`src/mac_pkg.sv`:
```
// package of constants and types for the multiply-accumulate datapath
package mac_pkg;
	localparam int MAC_DATA_W = 16; // operand width
	localparam int MAC_PROD_W = 32; // product register width
	localparam int MAC_ACC_W = 36; // accumulator width
	localparam int MAC_ADDR_W = 11; // data memory address width
	localparam int MAC_ALIGN_SH = 16; // alignment shift of aligned variant
	localparam int MAC_EXT_W = MAC_ACC_W - MAC_PROD_W; // sign-extension bits
	// product shift field codes
	localparam logic [1:0] MAC_SHIFT_NONE = 2'h0;
	localparam logic [1:0] MAC_SHIFT_R1 = 2'h1;
	localparam logic [1:0] MAC_SHIFT_L1 = 2'h2;
	localparam logic [1:0] MAC_SHIFT_L2 = 2'h3;
	// instruction selector
	typedef enum logic [1:0] {
		MAC_OP_MAASU,
		MAC_OP_MAC,
		MAC_OP_MACSU,
		MAC_OP_MACUS
	} mac_op_t;
	// operand forms
	typedef enum logic [2:0] {
		MAC_FM_Y_PTR, // y, (address_pointer)
		MAC_FM_Y_REG, // y, register
		MAC_FM_Y_DIR, // y, direct address
		MAC_FM_PTR_PTR, // (y_memory_pointer), (x_memory_pointer)
		MAC_FM_PTR_IMM // (address_pointer), long immediate
	} mac_form_t;
	// sequencer states
	typedef enum logic [0:0] {
		MAC_ST_IDLE,
		MAC_ST_IMM
	} mac_state_t;
	// flags driven by the unit; R is kept outside
	typedef struct packed {
		logic zero;
		logic minus;
		logic norm;
		logic ovf;
		logic carry;
		logic ext;
		logic limit;
	} mac_flags_t;
	// instruction request from the decoder
	typedef struct packed {
		mac_op_t op;
		mac_form_t form;
		logic acc_sel;
	} mac_instr_t;
	// entire state of the unit
	typedef struct packed {
		mac_state_t state;
		mac_instr_t pend;
		logic [MAC_DATA_W-1:0] y;
		logic [MAC_DATA_W-1:0] x;
		logic [MAC_PROD_W-1:0] p;
		logic [MAC_ACC_W-1:0] a0;
		logic [MAC_ACC_W-1:0] a1;
		mac_flags_t flags;
		logic done;
		logic illegal;
	} mac_regs_t;
endpackage : mac_pkg

```
`src/mac_unit.sv`:
```
// multiply-accumulate datapath: y/x input registers, product, two accumulators
`timescale 1ns/1ps
`default_nettype none
module mac_unit (
	// clock and reset
	input wire logic clk_i,
	input wire logic resetn_i,
	// instruction from decoder
	input wire logic instr_valid_i,
	input wire mac_pkg::mac_instr_t instr_i,
	output logic ready_o,
	output logic done_o,
	output logic illegal_o,
	// status register one product shift field
	input wire logic [1:0] product_shift_field_i,
	// operand sources
	input wire logic [mac_pkg::MAC_DATA_W-1:0] reg_data_i,
	input wire logic [mac_pkg::MAC_DATA_W-1:0] prog_word_i,
	input wire logic [mac_pkg::MAC_ADDR_W-1:0] y_memory_pointer_i,
	input wire logic [mac_pkg::MAC_ADDR_W-1:0] x_memory_pointer_i,
	input wire logic [mac_pkg::MAC_ADDR_W-1:0] address_pointer_i,
	input wire logic [mac_pkg::MAC_ADDR_W-1:0] direct_addr_i,
	// Y-RAM read port
	output logic yram_rd_o,
	output logic [mac_pkg::MAC_ADDR_W-1:0] yram_addr_o,
	input wire logic [mac_pkg::MAC_DATA_W-1:0] yram_rdata_i,
	// X-RAM read port
	output logic xram_rd_o,
	output logic [mac_pkg::MAC_ADDR_W-1:0] xram_addr_o,
	input wire logic [mac_pkg::MAC_DATA_W-1:0] xram_rdata_i,
	// datapath state
	output logic [mac_pkg::MAC_DATA_W-1:0] y_o,
	output logic [mac_pkg::MAC_DATA_W-1:0] x_o,
	output logic [mac_pkg::MAC_PROD_W-1:0] p_o,
	output logic [mac_pkg::MAC_ACC_W-1:0] target_accumulator0_o,
	output logic [mac_pkg::MAC_ACC_W-1:0] target_accumulator1_o,
	output mac_pkg::mac_flags_t flags_o
);
	mac_pkg::mac_regs_t s_r; // registered state
	mac_pkg::mac_regs_t s_nxt; // next state
	mac_pkg::mac_instr_t ex; // instruction being executed
	logic take; // request accepted this cycle
	logic bad_form; // aligned variant with direct address
	logic exec; // accumulate and multiply this cycle
	logic y_first; // form that reuses y
	logic [mac_pkg::MAC_DATA_W-1:0] op1; // value bound for y
	logic [mac_pkg::MAC_DATA_W-1:0] op2; // value bound for x
	logic [mac_pkg::MAC_ACC_W-1:0] p_ext; // sign-extended previous product
	logic [mac_pkg::MAC_ACC_W-1:0] p_sh; // after product shift
	logic [mac_pkg::MAC_ACC_W-1:0] addend; // value added to accumulator
	logic [mac_pkg::MAC_ACC_W-1:0] acc_old; // selected accumulator
	logic [mac_pkg::MAC_ACC_W:0] sum; // sum with carry out
	logic [mac_pkg::MAC_ACC_W-1:0] res; // accumulation result
	mac_pkg::mac_flags_t flg; // flags of this result

	// signedness per instruction; 17-bit extension keeps unsigned operands positive
	function automatic logic [mac_pkg::MAC_PROD_W-1:0] mul(
		input mac_pkg::mac_op_t op,
		input logic [mac_pkg::MAC_DATA_W-1:0] yv,
		input logic [mac_pkg::MAC_DATA_W-1:0] xv
	);
		logic signed [mac_pkg::MAC_DATA_W:0] ys;
		logic signed [mac_pkg::MAC_DATA_W:0] xs;
		logic signed [2*mac_pkg::MAC_DATA_W+1:0] pr;
		ys = {(op != mac_pkg::MAC_OP_MACUS) & yv[mac_pkg::MAC_DATA_W-1], yv};
		xs = {((op == mac_pkg::MAC_OP_MAC) | (op == mac_pkg::MAC_OP_MACUS))
			& xv[mac_pkg::MAC_DATA_W-1], xv};
		pr = ys * xs;
		return pr[mac_pkg::MAC_PROD_W-1:0]; // mixed-sign products fit in 32 bits
	endfunction : mul

	// handshake and decode
	assign ready_o = (s_r.state == mac_pkg::MAC_ST_IDLE);
	assign take = instr_valid_i & ready_o;
	assign bad_form = (instr_i.op == mac_pkg::MAC_OP_MAASU)
		& (instr_i.form == mac_pkg::MAC_FM_Y_DIR);
	assign y_first = (instr_i.form == mac_pkg::MAC_FM_Y_PTR)
		| (instr_i.form == mac_pkg::MAC_FM_Y_REG)
		| (instr_i.form == mac_pkg::MAC_FM_Y_DIR);

	// memory addressing; reads are combinational in the request cycle
	always_comb begin
		yram_rd_o = take & ~bad_form & (instr_i.form == mac_pkg::MAC_FM_PTR_PTR);
		xram_rd_o = take & ~bad_form & (instr_i.form != mac_pkg::MAC_FM_Y_REG);
		yram_addr_o = y_memory_pointer_i;
		unique case (instr_i.form)
			mac_pkg::MAC_FM_PTR_PTR: xram_addr_o = x_memory_pointer_i;
			mac_pkg::MAC_FM_Y_DIR: xram_addr_o = direct_addr_i;
			default: xram_addr_o = address_pointer_i;
		endcase
	end

	// operand selection
	always_comb begin
		unique case (instr_i.form)
			mac_pkg::MAC_FM_PTR_PTR: op1 = yram_rdata_i;
			mac_pkg::MAC_FM_PTR_IMM: op1 = xram_rdata_i;
			default: op1 = s_r.y;
		endcase
		unique case (instr_i.form)
			mac_pkg::MAC_FM_Y_REG: op2 = reg_data_i;
			default: op2 = xram_rdata_i;
		endcase
	end

	// previous product path: extend, shift, optionally align
	always_comb begin
		ex = (s_r.state == mac_pkg::MAC_ST_IMM) ? s_r.pend : instr_i;
		p_ext = {{mac_pkg::MAC_EXT_W{s_r.p[mac_pkg::MAC_PROD_W-1]}}, s_r.p};
		unique case (product_shift_field_i)
			mac_pkg::MAC_SHIFT_NONE: p_sh = p_ext;
			mac_pkg::MAC_SHIFT_R1: p_sh = $unsigned($signed(p_ext) >>> 1);
			mac_pkg::MAC_SHIFT_L1: p_sh = p_ext << 1;
			mac_pkg::MAC_SHIFT_L2: p_sh = p_ext << 2;
		endcase
		if (ex.op == mac_pkg::MAC_OP_MAASU) begin
			addend = $unsigned($signed(p_sh) >>> mac_pkg::MAC_ALIGN_SH);
		end else begin
			addend = p_sh;
		end
		acc_old = ex.acc_sel ? s_r.a1 : s_r.a0;
		sum = {1'b0, acc_old} + {1'b0, addend};
		res = sum[mac_pkg::MAC_ACC_W-1:0];
	end

	// flags from the accumulation result
	always_comb begin
		flg.zero = (res == '0);
		flg.minus = res[mac_pkg::MAC_ACC_W-1];
		flg.carry = sum[mac_pkg::MAC_ACC_W];
		flg.ovf = (acc_old[mac_pkg::MAC_ACC_W-1] == addend[mac_pkg::MAC_ACC_W-1])
			& (res[mac_pkg::MAC_ACC_W-1] != acc_old[mac_pkg::MAC_ACC_W-1]);
		// extension in use when bits 35..31 disagree
		flg.ext = ~((&res[mac_pkg::MAC_ACC_W-1:mac_pkg::MAC_PROD_W-1])
			| ~(|res[mac_pkg::MAC_ACC_W-1:mac_pkg::MAC_PROD_W-1]));
		flg.norm = flg.zero | (~flg.ext & (res[mac_pkg::MAC_PROD_W-1]
			^ res[mac_pkg::MAC_PROD_W-2]));
		flg.limit = s_r.flags.limit | flg.ovf; // latches until reset
	end

	// sequencer and register updates
	always_comb begin
		s_nxt = s_r;
		s_nxt.done = 1'b0;
		s_nxt.illegal = 1'b0;
		exec = 1'b0;
		unique case (s_r.state)
			mac_pkg::MAC_ST_IDLE: begin
				if (take & bad_form) begin
					s_nxt.illegal = 1'b1; // refused, no state touched
				end else if (take & (instr_i.form == mac_pkg::MAC_FM_PTR_IMM)) begin
					s_nxt.y = op1;
					s_nxt.pend = instr_i;
					s_nxt.state = mac_pkg::MAC_ST_IMM;
				end else if (take) begin
					if (!y_first) begin
						s_nxt.y = op1;
					end
					s_nxt.x = op2;
					exec = 1'b1;
				end
			end
			mac_pkg::MAC_ST_IMM: begin
				s_nxt.x = prog_word_i; // second word
				s_nxt.state = mac_pkg::MAC_ST_IDLE;
				exec = 1'b1;
			end
		endcase
		if (exec) begin
			if (ex.acc_sel) begin
				s_nxt.a1 = res;
			end else begin
				s_nxt.a0 = res;
			end
			s_nxt.flags = flg;
			s_nxt.p = mul(ex.op, s_nxt.y, s_nxt.x);
			s_nxt.done = 1'b1;
		end
	end

	// state register
	always_ff @(posedge clk_i or negedge resetn_i) begin
		if (!resetn_i) begin
			s_r <= '0;
		end else begin
			s_r <= s_nxt;
		end
	end

	// outputs from flip-flops
	assign done_o = s_r.done;
	assign illegal_o = s_r.illegal;
	assign y_o = s_r.y;
	assign x_o = s_r.x;
	assign p_o = s_r.p;
	assign target_accumulator0_o = s_r.a0;
	assign target_accumulator1_o = s_r.a1;
	assign flags_o = s_r.flags;

	// checks
	mac_pkg::mac_op_t last_op; // instruction of last completion
	always_ff @(posedge clk_i or negedge resetn_i) begin
		if (!resetn_i) begin
			last_op <= mac_pkg::MAC_OP_MAASU;
		end else if (exec) begin
			last_op <= ex.op;
		end
	end
endmodule : mac_unit
`default_nettype wire

```
`config.mk`:
```
export PLATFORM = sky130hd
export DESIGN_NAME = mac_unit
export DESIGN_NICKNAME = d
export VERILOG_FILES = /design/src/mac_pkg.sv /design/src/mac_unit.sv
export SDC_FILE = /design/constraint.sdc
export NUM_CORES = 1
export LEC_CHECK = 0
export BUFFER_PORTS_ARGS = -buffer_cell sky130_fd_sc_hd__buf_2
export CORE_MARGIN = 5
export CORE_UTILIZATION = 65
export DETAILED_ROUTE_END_ITERATION = 12
export PLACE_DENSITY = 0.88
export SYNTH_ARGS = -nofsm -noshare
export SYNTH_HDL_FRONTEND = slang
export SYNTH_SLANG_ARGS = --single-unit
```
`constraint.sdc`:
```
create_clock -name clk_i -period 16.8 [get_ports clk_i]
set_input_delay 3.36 -clock clk_i [delete_from_list [all_inputs] [get_ports clk_i]]
set_output_delay 3.36 -clock clk_i [all_outputs]
set_load 0.01 [all_outputs]
```
==> results of run 1 <==
-- cell usage after synthesis (6+ instances only) --
master,instances,area share [%]
nand4_1,10,0.29
nor2_1,198,3.4
a21o_1,30,1.0
o21ai_0,134,3.1
buf_2,13,0.30
or2_2,6,0.17
nor3_1,13,0.30
buf_4,158,5.5
nand2b_1,15,0.43
fa_1,283,26
a22oi_1,17,0.59
and2_1,15,0.43
a211o_1,7,0.28
ha_1,119,6.9
dfrtp_1,149,17
o21a_1,35,1.2
clkinv_1,12,0.21
inv_1,343,6.0
nand2_1,315,5.5
xnor2_1,38,1.5
or3_1,10,0.29
mux2i_1,32,1.5
buf_1,9,0.16
a21oi_1,84,1.9
o211ai_1,6,0.21
xor2_1,27,1.1
clkbuf_1,73,1.3
and3_1,8,0.23
mux4_2,28,2.9
nand3_1,16,0.37
a211oi_1,14,0.49
mux2_2,70,3.6
a31oi_1,7,0.20
o31ai_1,7,0.24
-- final cells by class --
class                      instances  area, um^2  share of cell area, %
timing repair buffer             282        1458                  6.453
sequential                       149        3729                  16.51
clock buffer                      18       429.2                  1.900
clock inverter                    13       101.3                 0.4487
antenna                            1       2.502                0.01108
multi-input combinational       1644       14960                  66.23
tap                              442       553.0                  2.448
inverter                         360        1356                  6.005
-- worst paths after layout --
path / from / end / slack, ns / cells after the start
setup / recovery: instr_i[3] / p_o[28] / 5.07 / 29
hold / removal: flags_o[6] / flags_o[6] / 0.47 / 2
setup reg to reg: s_r[151] / p_o[28] / 8.60 / 28
hold reg to reg: flags_o[6] / flags_o[6] / 0.47 / 2
max in group asynchronous: resetn_i / target_accumulator1_o[19] / 12.48 / 2
min in group asynchronous: resetn_i / y_o[0] / 2.98 / 1
-- cells by family after synthesis --
family / Yosys count
DFF: 149
adders and majority gates: 402
xor gates and xnor gates: 65
muxes: 130
buffers and inverters: 618
AOI/OAI and AO/OA: 401
and+or+nand+nor: 646
-- critical path, delay by kind of cell --
family	cells	cell delay (ns)
simple gates	6	2.43
compound gates	10	2.57
buf+inv	6	0.61
fa+ha+maj	7	3.08
-- layout by cell type (no fill, tap or decap), types with 17 or more instances in the layout --
cell type | synthesis | final
inv_1 | 343 | 343
nand2_1 | 315 | 314
fa_1 | 283 | 283
buf_2 | 13 | 265
nor2_1 | 198 | 198
dfrtp_1 | 149 | 149
o21ai_0 | 134 | 134
ha_1 | 119 | 119
a21oi_1 | 84 | 82
mux2_2 | 70 | 70
xnor2_1 | 38 | 38
o21a_1 | 35 | 35
mux2i_1 | 32 | 31
a21o_1 | 30 | 30
mux4_2 | 28 | 28
xor2_1 | 27 | 27
a22oi_1 | 17 | 17
clkbuf_16 | 0 | 17
-- layer usage --
layer  vias to the layer above  track usage (%)  wire length (um)
met3                       207            6.512              6183
met4                         0            11.93              2507
met1                      8770            45.61             23150
met2                      1060            57.67             29790
li1                       7729                -                 -
met5                         -                0                 0
-- metrics by stage --
step,hold WS [ns],cell area (um^2),setup slack [ns]
after floorplan,0.4400,21600,6.477
after global placement,0.4478,22050,5.187
after detailed placement,0.4593,22050,4.802
after CTS,0.4722,22590,5.250
after global routing,0.4857,22590,4.423
final,0.4706,22590,5.071
-- state kept, by name (all words and copies together) (netlist names) --
register / cells
target_accumulator0_o: 36
target_accumulator1_o: 36
p_o: 32
x_o: 16
y_o: 16
flags_o: 7
s_r: 4
done_o: 1
illegal_o: 1
==> results.ini, run 1 <==
[synth]
postSynthCellCount=2411
synthSimpleGateAreaFrac_pct=13.03
synthAdderAreaFrac_pct=33.12
synth-seq-cells=149
synth_area_per_cell_um2=8.959
synth_compound_area_share_pct=12.17
synth_fp_nets=2932
synth_edf_count=0
synth_top_family_by_area=adder cells
async_reset_ff_share_pct=100.0
synth_ff_type=dfrtp_1
ys_types=93
synth-warning-count=0
synth.cell_area_mm2=0.02160
synthXorXnorAreaFrac_pct=2.636
synthMuxAreaShare_pct=8.052
ys_seq_area_share_pct=17.26

[placement]
dp_hpwl_mm=49.98
globalplace.congestion=1.036
dp.cells=2877
io_buffers=266

[clocking]
postCtsSetupBuffers=0
cts-buffers-inserted=17
cts_resized=0
clk_pin_slew_worst_paths_ns=0.06
cts-root-to-sink-buffers=2
h-tree-depth=4
hold_buffers=0
cts_tree=yes
clk-insertion-delay-late_ns=0.46
cts_sinks=149
cts_root_buffer=clkbuf_16

[route]
drc_errors=0
vias=17770
ant_nets=0
drtIter0Drc=2046
routedWlPerCell_um=21.19
first_pass_iters=7
wl_mm=61.63
vias_per_cell=6.107

[worst_setup_path]
path_max_fanout=25
cp.arrival_ns=12.06
critPathRequiredTime_ns=17.13
slowest_delay_ns=1.00
cp-end-kind=flip-flop
crit_type=input port to flip-flop
crit_slowest_cell=nor2_1
crit_top_cell=fa_1
worstSetupStartpointType=input port

[timing]
finalSetupTns_ns=0
final_hold_viol_count=0
fin_crit_ns=11.73
slew-limit-headroom_pct=26.77
rsz0062_at_grt=no
finClkSkew_ns=0.01592
slew_viol_final=0
clock.fmax_ghz=0.08526
fin_crit_sh_pct=69.82
final-setup-viol-count=0
worst_pin_slew_ns=1.096

[global_route]
grt_pass1_vias=18450
antenna_found_initial=1
grt_start_max_net_pins=86
grt_pass1_wl_mm=98.87
grt-ovfl-total=0
grt_usage_pct=34.51

[die]
die_y_um=192.3
die_area_mm2=0.03698
ioPinCount=289
start_util_pct=66.05
fp-row-count=66
core_area_mm2=0.03270
fp.dieW_um=192.3

[cells_and_area]
nNetsFinal=2975
post-route-util_pct=69.07
nFillCells=2575
final_cells=2909
layout-drive-gt1-share_pct=18.69
areaGrowthSynthToFinish_pct=4.576

[outcome]
status=complete, no violations

[run]
cap_violations=0

[min_path]
min_path_type=flip-flop to flip-flop

Power of run 1 is not shown: default switching activity piles up to over one toggle a cycle in this logic, so the estimate is an artifact.
==> run 2, diff against run 1 <==
--- a/config.mk
+++ b/config.mk
@@ -7,9 +7,9 @@
 export LEC_CHECK = 0
 export BUFFER_PORTS_ARGS = -buffer_cell sky130_fd_sc_hd__buf_2
 export CORE_MARGIN = 5
-export CORE_UTILIZATION = 65
+export CORE_UTILIZATION = 61
 export DETAILED_ROUTE_END_ITERATION = 12
-export PLACE_DENSITY = 0.88
+export PLACE_DENSITY = 0.84
 export SYNTH_ARGS = -nofsm -noshare
 export SYNTH_HDL_FRONTEND = slang
 export SYNTH_SLANG_ARGS = --single-unit
==> constraint.sdc (replaced) <==
create_clock -name clk_i -period 10.9 [get_ports clk_i]
set_input_delay 2.18 -clock clk_i [delete_from_list [all_inputs] [get_ports clk_i]]
set_output_delay 2.18 -clock clk_i [all_outputs]
set_load 0.01 [all_outputs]
==> results.ini, run 2 (synthesis gave the netlist of run 1 again) <==
[outcome]
status=complete, no violations

[worst_setup_path]
critPathRequiredTime_ns=11.24
worstSetupStartpointType=input port
worst_r2r_path_depth=29
cp-end-kind=flip-flop
crit_slowest_cell=a211oi_2
cp.arrival_ns=10.18
crit_type=input port to flip-flop
slowest_delay_ns=0.53
path_max_fanout=18

[cells_and_area]
nFillCells=2845
areaGrowthSynthToFinish_pct=6.146
most-common-layout-cells=inv_1, nand2_1, fa_1
layout-drive-gt1-share_pct=19.76
post-route-util_pct=65.09
nNetsFinal=3008
final_common_cell=inv_1
multi_input_area_mm2=0.01494
layout.area.seq_mm2=0.003729

[timing]
final-setup-viol-count=0
finalSetupTns_ns=0
slew-limit-headroom_pct=28.21
finClkSkew_ns=0.02097
worst_pin_slew_ns=1.075
rsz0062_at_grt=no
clock.fmax_ghz=0.1015
slew_viol_final=0
fin_crit_sh_pct=90.35
fin_crit_ns=9.848
final_hold_viol_count=0

[die]
ioPinCount=289
fp.dieW_um=198.2
core_area_mm2=0.03522
die_area_mm2=0.03927
fp-row-count=69
die_y_um=198.2
start_util_pct=61.32

[global_route]
grt_start_max_net_pins=93
grt_pass1_vias=18470
grt_usage_pct=31.94
grt_pass1_wl_mm=98.40
antenna_found_initial=1
grt-ovfl-total=0

[clocking]
hold_buffers=0
clk-insertion-delay-late_ns=0.47
cts-root-to-sink-buffers=2
clk_pin_slew_worst_paths_ns=0.06
cts_root_buffer=clkbuf_16
cts_tree=yes
cts-buffers-inserted=17
postCtsSetupBuffers=0
h-tree-depth=4
cts_sinks=149
cts_resized=0

[route]
ant_nets=0
vias=17620
routedWlPerCell_um=20.63
wl_mm=61.12
drc_errors=0
vias_per_cell=5.946
first_pass_iters=5
drtIter0Drc=1471

[placement]
globalplace.congestion=1.007
io_buffers=266
dp_hpwl_mm=49.51

[min_path]
hold_depth=2
min_path_type=flip-flop to flip-flop

[run]
cap_violations=0

[run 2: cell type report]
type	count	share of cell area [%]
Timing Repair Buffer	315	7.438
Clock inverter	15	0.8077
Sequential cell	149	16.26
Clock buffer	17	1.855
Antenna cell	2	0.02183
Tap cell	461	2.516
Multi-Input combinational cell	1644	65.18
Inverter	360	5.916
[run 2: path summary, 6_finish.rpt]
kind	start	to	slack (ns)
worst min register to register	flags_o[6]	flags_o[6]	0.47
worst max register to register	s_r[151]	p_o[28]	2.82
worst max-delay path	instr_i[1]	p_o[28]	1.05
min in group asynchronous	resetn_i	y_o[7]	1.81
worst min-delay path	flags_o[6]	flags_o[6]	0.47
max in group asynchronous	resetn_i	target_accumulator1_o[27]	7.80
[run 2: worst max-delay path: cells and delay by family]
family          cells  cell delay, ns
compound gates     10            2.44
fa+ha+maj           7            3.30
buf+inv             9            1.55
simple gates        4            0.68
[run 2: through the flow]
stage                     setup slack (ns)  instance area (um^2)  instances  hold slack (ns)
after floorplan                      1.757                 21600       2411           0.4400
after global placement               1.034                 22310       2929           0.4496
after detailed placement            0.7489                 22310       2929           0.4513
after CTS                            1.196                 22920       2961           0.4646
after global routing                0.5911                 22920       2962           0.4879
final                                1.052                 22930       2963           0.4669
[run 2: metal layers]
layer  vias to the layer above  wire, um  track usage, %
met2                       800     29780           52.91
met4                         0      2127           11.25
met5                         -         0               0
li1                       7804         -               -
met1                      8873     24250           42.53
met3                       142      4954           5.972
Power of run 2 is left out for the same reason.
==> run 3, diff against run 2 <==
--- a/config.mk
+++ b/config.mk
@@ -7,9 +7,8 @@
 export LEC_CHECK = 0
 export BUFFER_PORTS_ARGS = -buffer_cell sky130_fd_sc_hd__buf_2
 export CORE_MARGIN = 5
-export CORE_UTILIZATION = 61
+export CORE_UTILIZATION = 30
 export DETAILED_ROUTE_END_ITERATION = 12
-export PLACE_DENSITY = 0.84
 export SYNTH_ARGS = -nofsm -noshare
 export SYNTH_HDL_FRONTEND = slang
 export SYNTH_SLANG_ARGS = --single-unit
==> results.ini, run 3 (synthesis gave the netlist of run 1 again) <==
[global_route]
grt_start_max_net_pins=86
antenna_found_initial=0
grt_pass1_wl_mm=101.5
grt_usage_pct=16.77
grt-ovfl-total=0
grt_pass1_vias=17660

[worst_setup_path]
cp_num_buf_inv=7
cp.arrival_ns=10.17
worstSetupStartpointType=input port
critPathRequiredTime_ns=11.23
crit_slowest_cell=or4_1
cp-end-kind=flip-flop
crit_top_cell=fa_1
slowest_delay_ns=0.53
crit_family=adder cells
path_max_fanout=25
crit_type=input port to flip-flop

[clocking]
cts_root_buffer=clkbuf_16
clk-insertion-delay-late_ns=0.49
hold_buffers=0
cts_sinks=149
postCtsSetupBuffers=0
cts_tree=yes
cts-root-to-sink-buffers=2
cts-buffers-inserted=17
clk_pin_slew_worst_paths_ns=0.07
cts_resized=0
h-tree-depth=4

[timing]
fin_crit_sh_pct=90.30
finClkSkew_ns=0.01699
slew_viol_final=0
clock.fmax_ghz=0.1016
final_hold_viol_count=0
finalSetupTns_ns=0
slew-limit-headroom_pct=34.79
rsz0062_at_grt=no
fin_crit_ns=9.843
final-setup-viol-count=0
worst_pin_slew_ns=0.9577

[die]
core_area_mm2=0.07149
fp.dieW_um=278.3
die_y_um=278.3
ioPinCount=289
start_util_pct=30.21
fp-row-count=98
die_area_mm2=0.07746

[placement]
dp_hpwl_mm=52.68
io_buffers=266
globalplace.congestion=0.9377

[cells_and_area]
most-common-layout-cells=inv_1, nand2_1, fa_1
nFillCells=7505
final_common_cell=inv_1
nNetsFinal=2990
layout-drive-gt1-share_pct=19.18
areaGrowthSynthToFinish_pct=8.191
layout.area.seq_mm2=0.003729
diodes=0
multi_input_area_mm2=0.01495

[route]
wl_mm=64.47
first_pass_iters=5
vias=16720
drtIter0Drc=1012
routedWlPerCell_um=18.79
vias_per_cell=4.873
drc_errors=0
ant_nets=0

[min_path]
min_path_type=flip-flop to flip-flop

[run]
cap_violations=0

[outcome]
status=complete, no violations

-- run 3: area by class of cell --
cell class | instances | share of cell area, %
clock buffer | 20 | 1.954
clock inverter | 12 | 0.4926
inverter | 360 | 5.804
timing repair buffer | 297 | 6.720
sequential | 149 | 15.96
tap | 950 | 5.086
multi-input combinational | 1644 | 63.99
-- run 3: worst reg2reg max path: cells and delay by family, from the launching register on --
kind	cells	cell delay (ns)
compound gates	10	1.99
fa+ha+maj	7	3.31
flops	1	0.37
simple gates	5	0.98
buf+inv	8	1.15
-- run 3: layer usage --
metal | track usage [%] | vias to the layer above | routed length [um]
li1 | - | 7758 | -
met1 | 21.40 | 8277 | 26510
met4 | 4.919 | 0 | 1816
met3 | 3.632 | 101 | 4527
met2 | 28.71 | 587 | 31620
met5 | 0 | - | 0
-- run 3: path summary, 6_finish.rpt --
path,startpoint,end,slack (ns),depth (start not counted)
worst max-delay path,instr_i[3],p_o[29],1.06,28
worst min-delay path,flags_o[3],flags_o[3],0.48,1
worst max register to register,s_r[151],p_o[28],2.98,30
worst min register to register,flags_o[3],flags_o[3],0.48,1
max in group asynchronous,resetn_i,target_accumulator1_o[33],7.77,2
min in group asynchronous,resetn_i,target_accumulator1_o[9],1.76,1
-- run 3: through the flow --
step                      std cells  instance area [um^2]  util, %  worst slack (ns)  hold WS (ns)
after floorplan                2411                 21600        -             1.757        0.4400
after global placement         3400                 22800    31.89            0.7474        0.4623
after detailed placement       3400                 22800    31.89            0.5984        0.4591
after CTS                      3432                 23370    32.69             1.132        0.4819
after global routing           3432                 23370    32.69            0.6128        0.5006
final                          3432                 23370    32.69             1.057        0.4799
Power of run 3 is left out for the same reason.
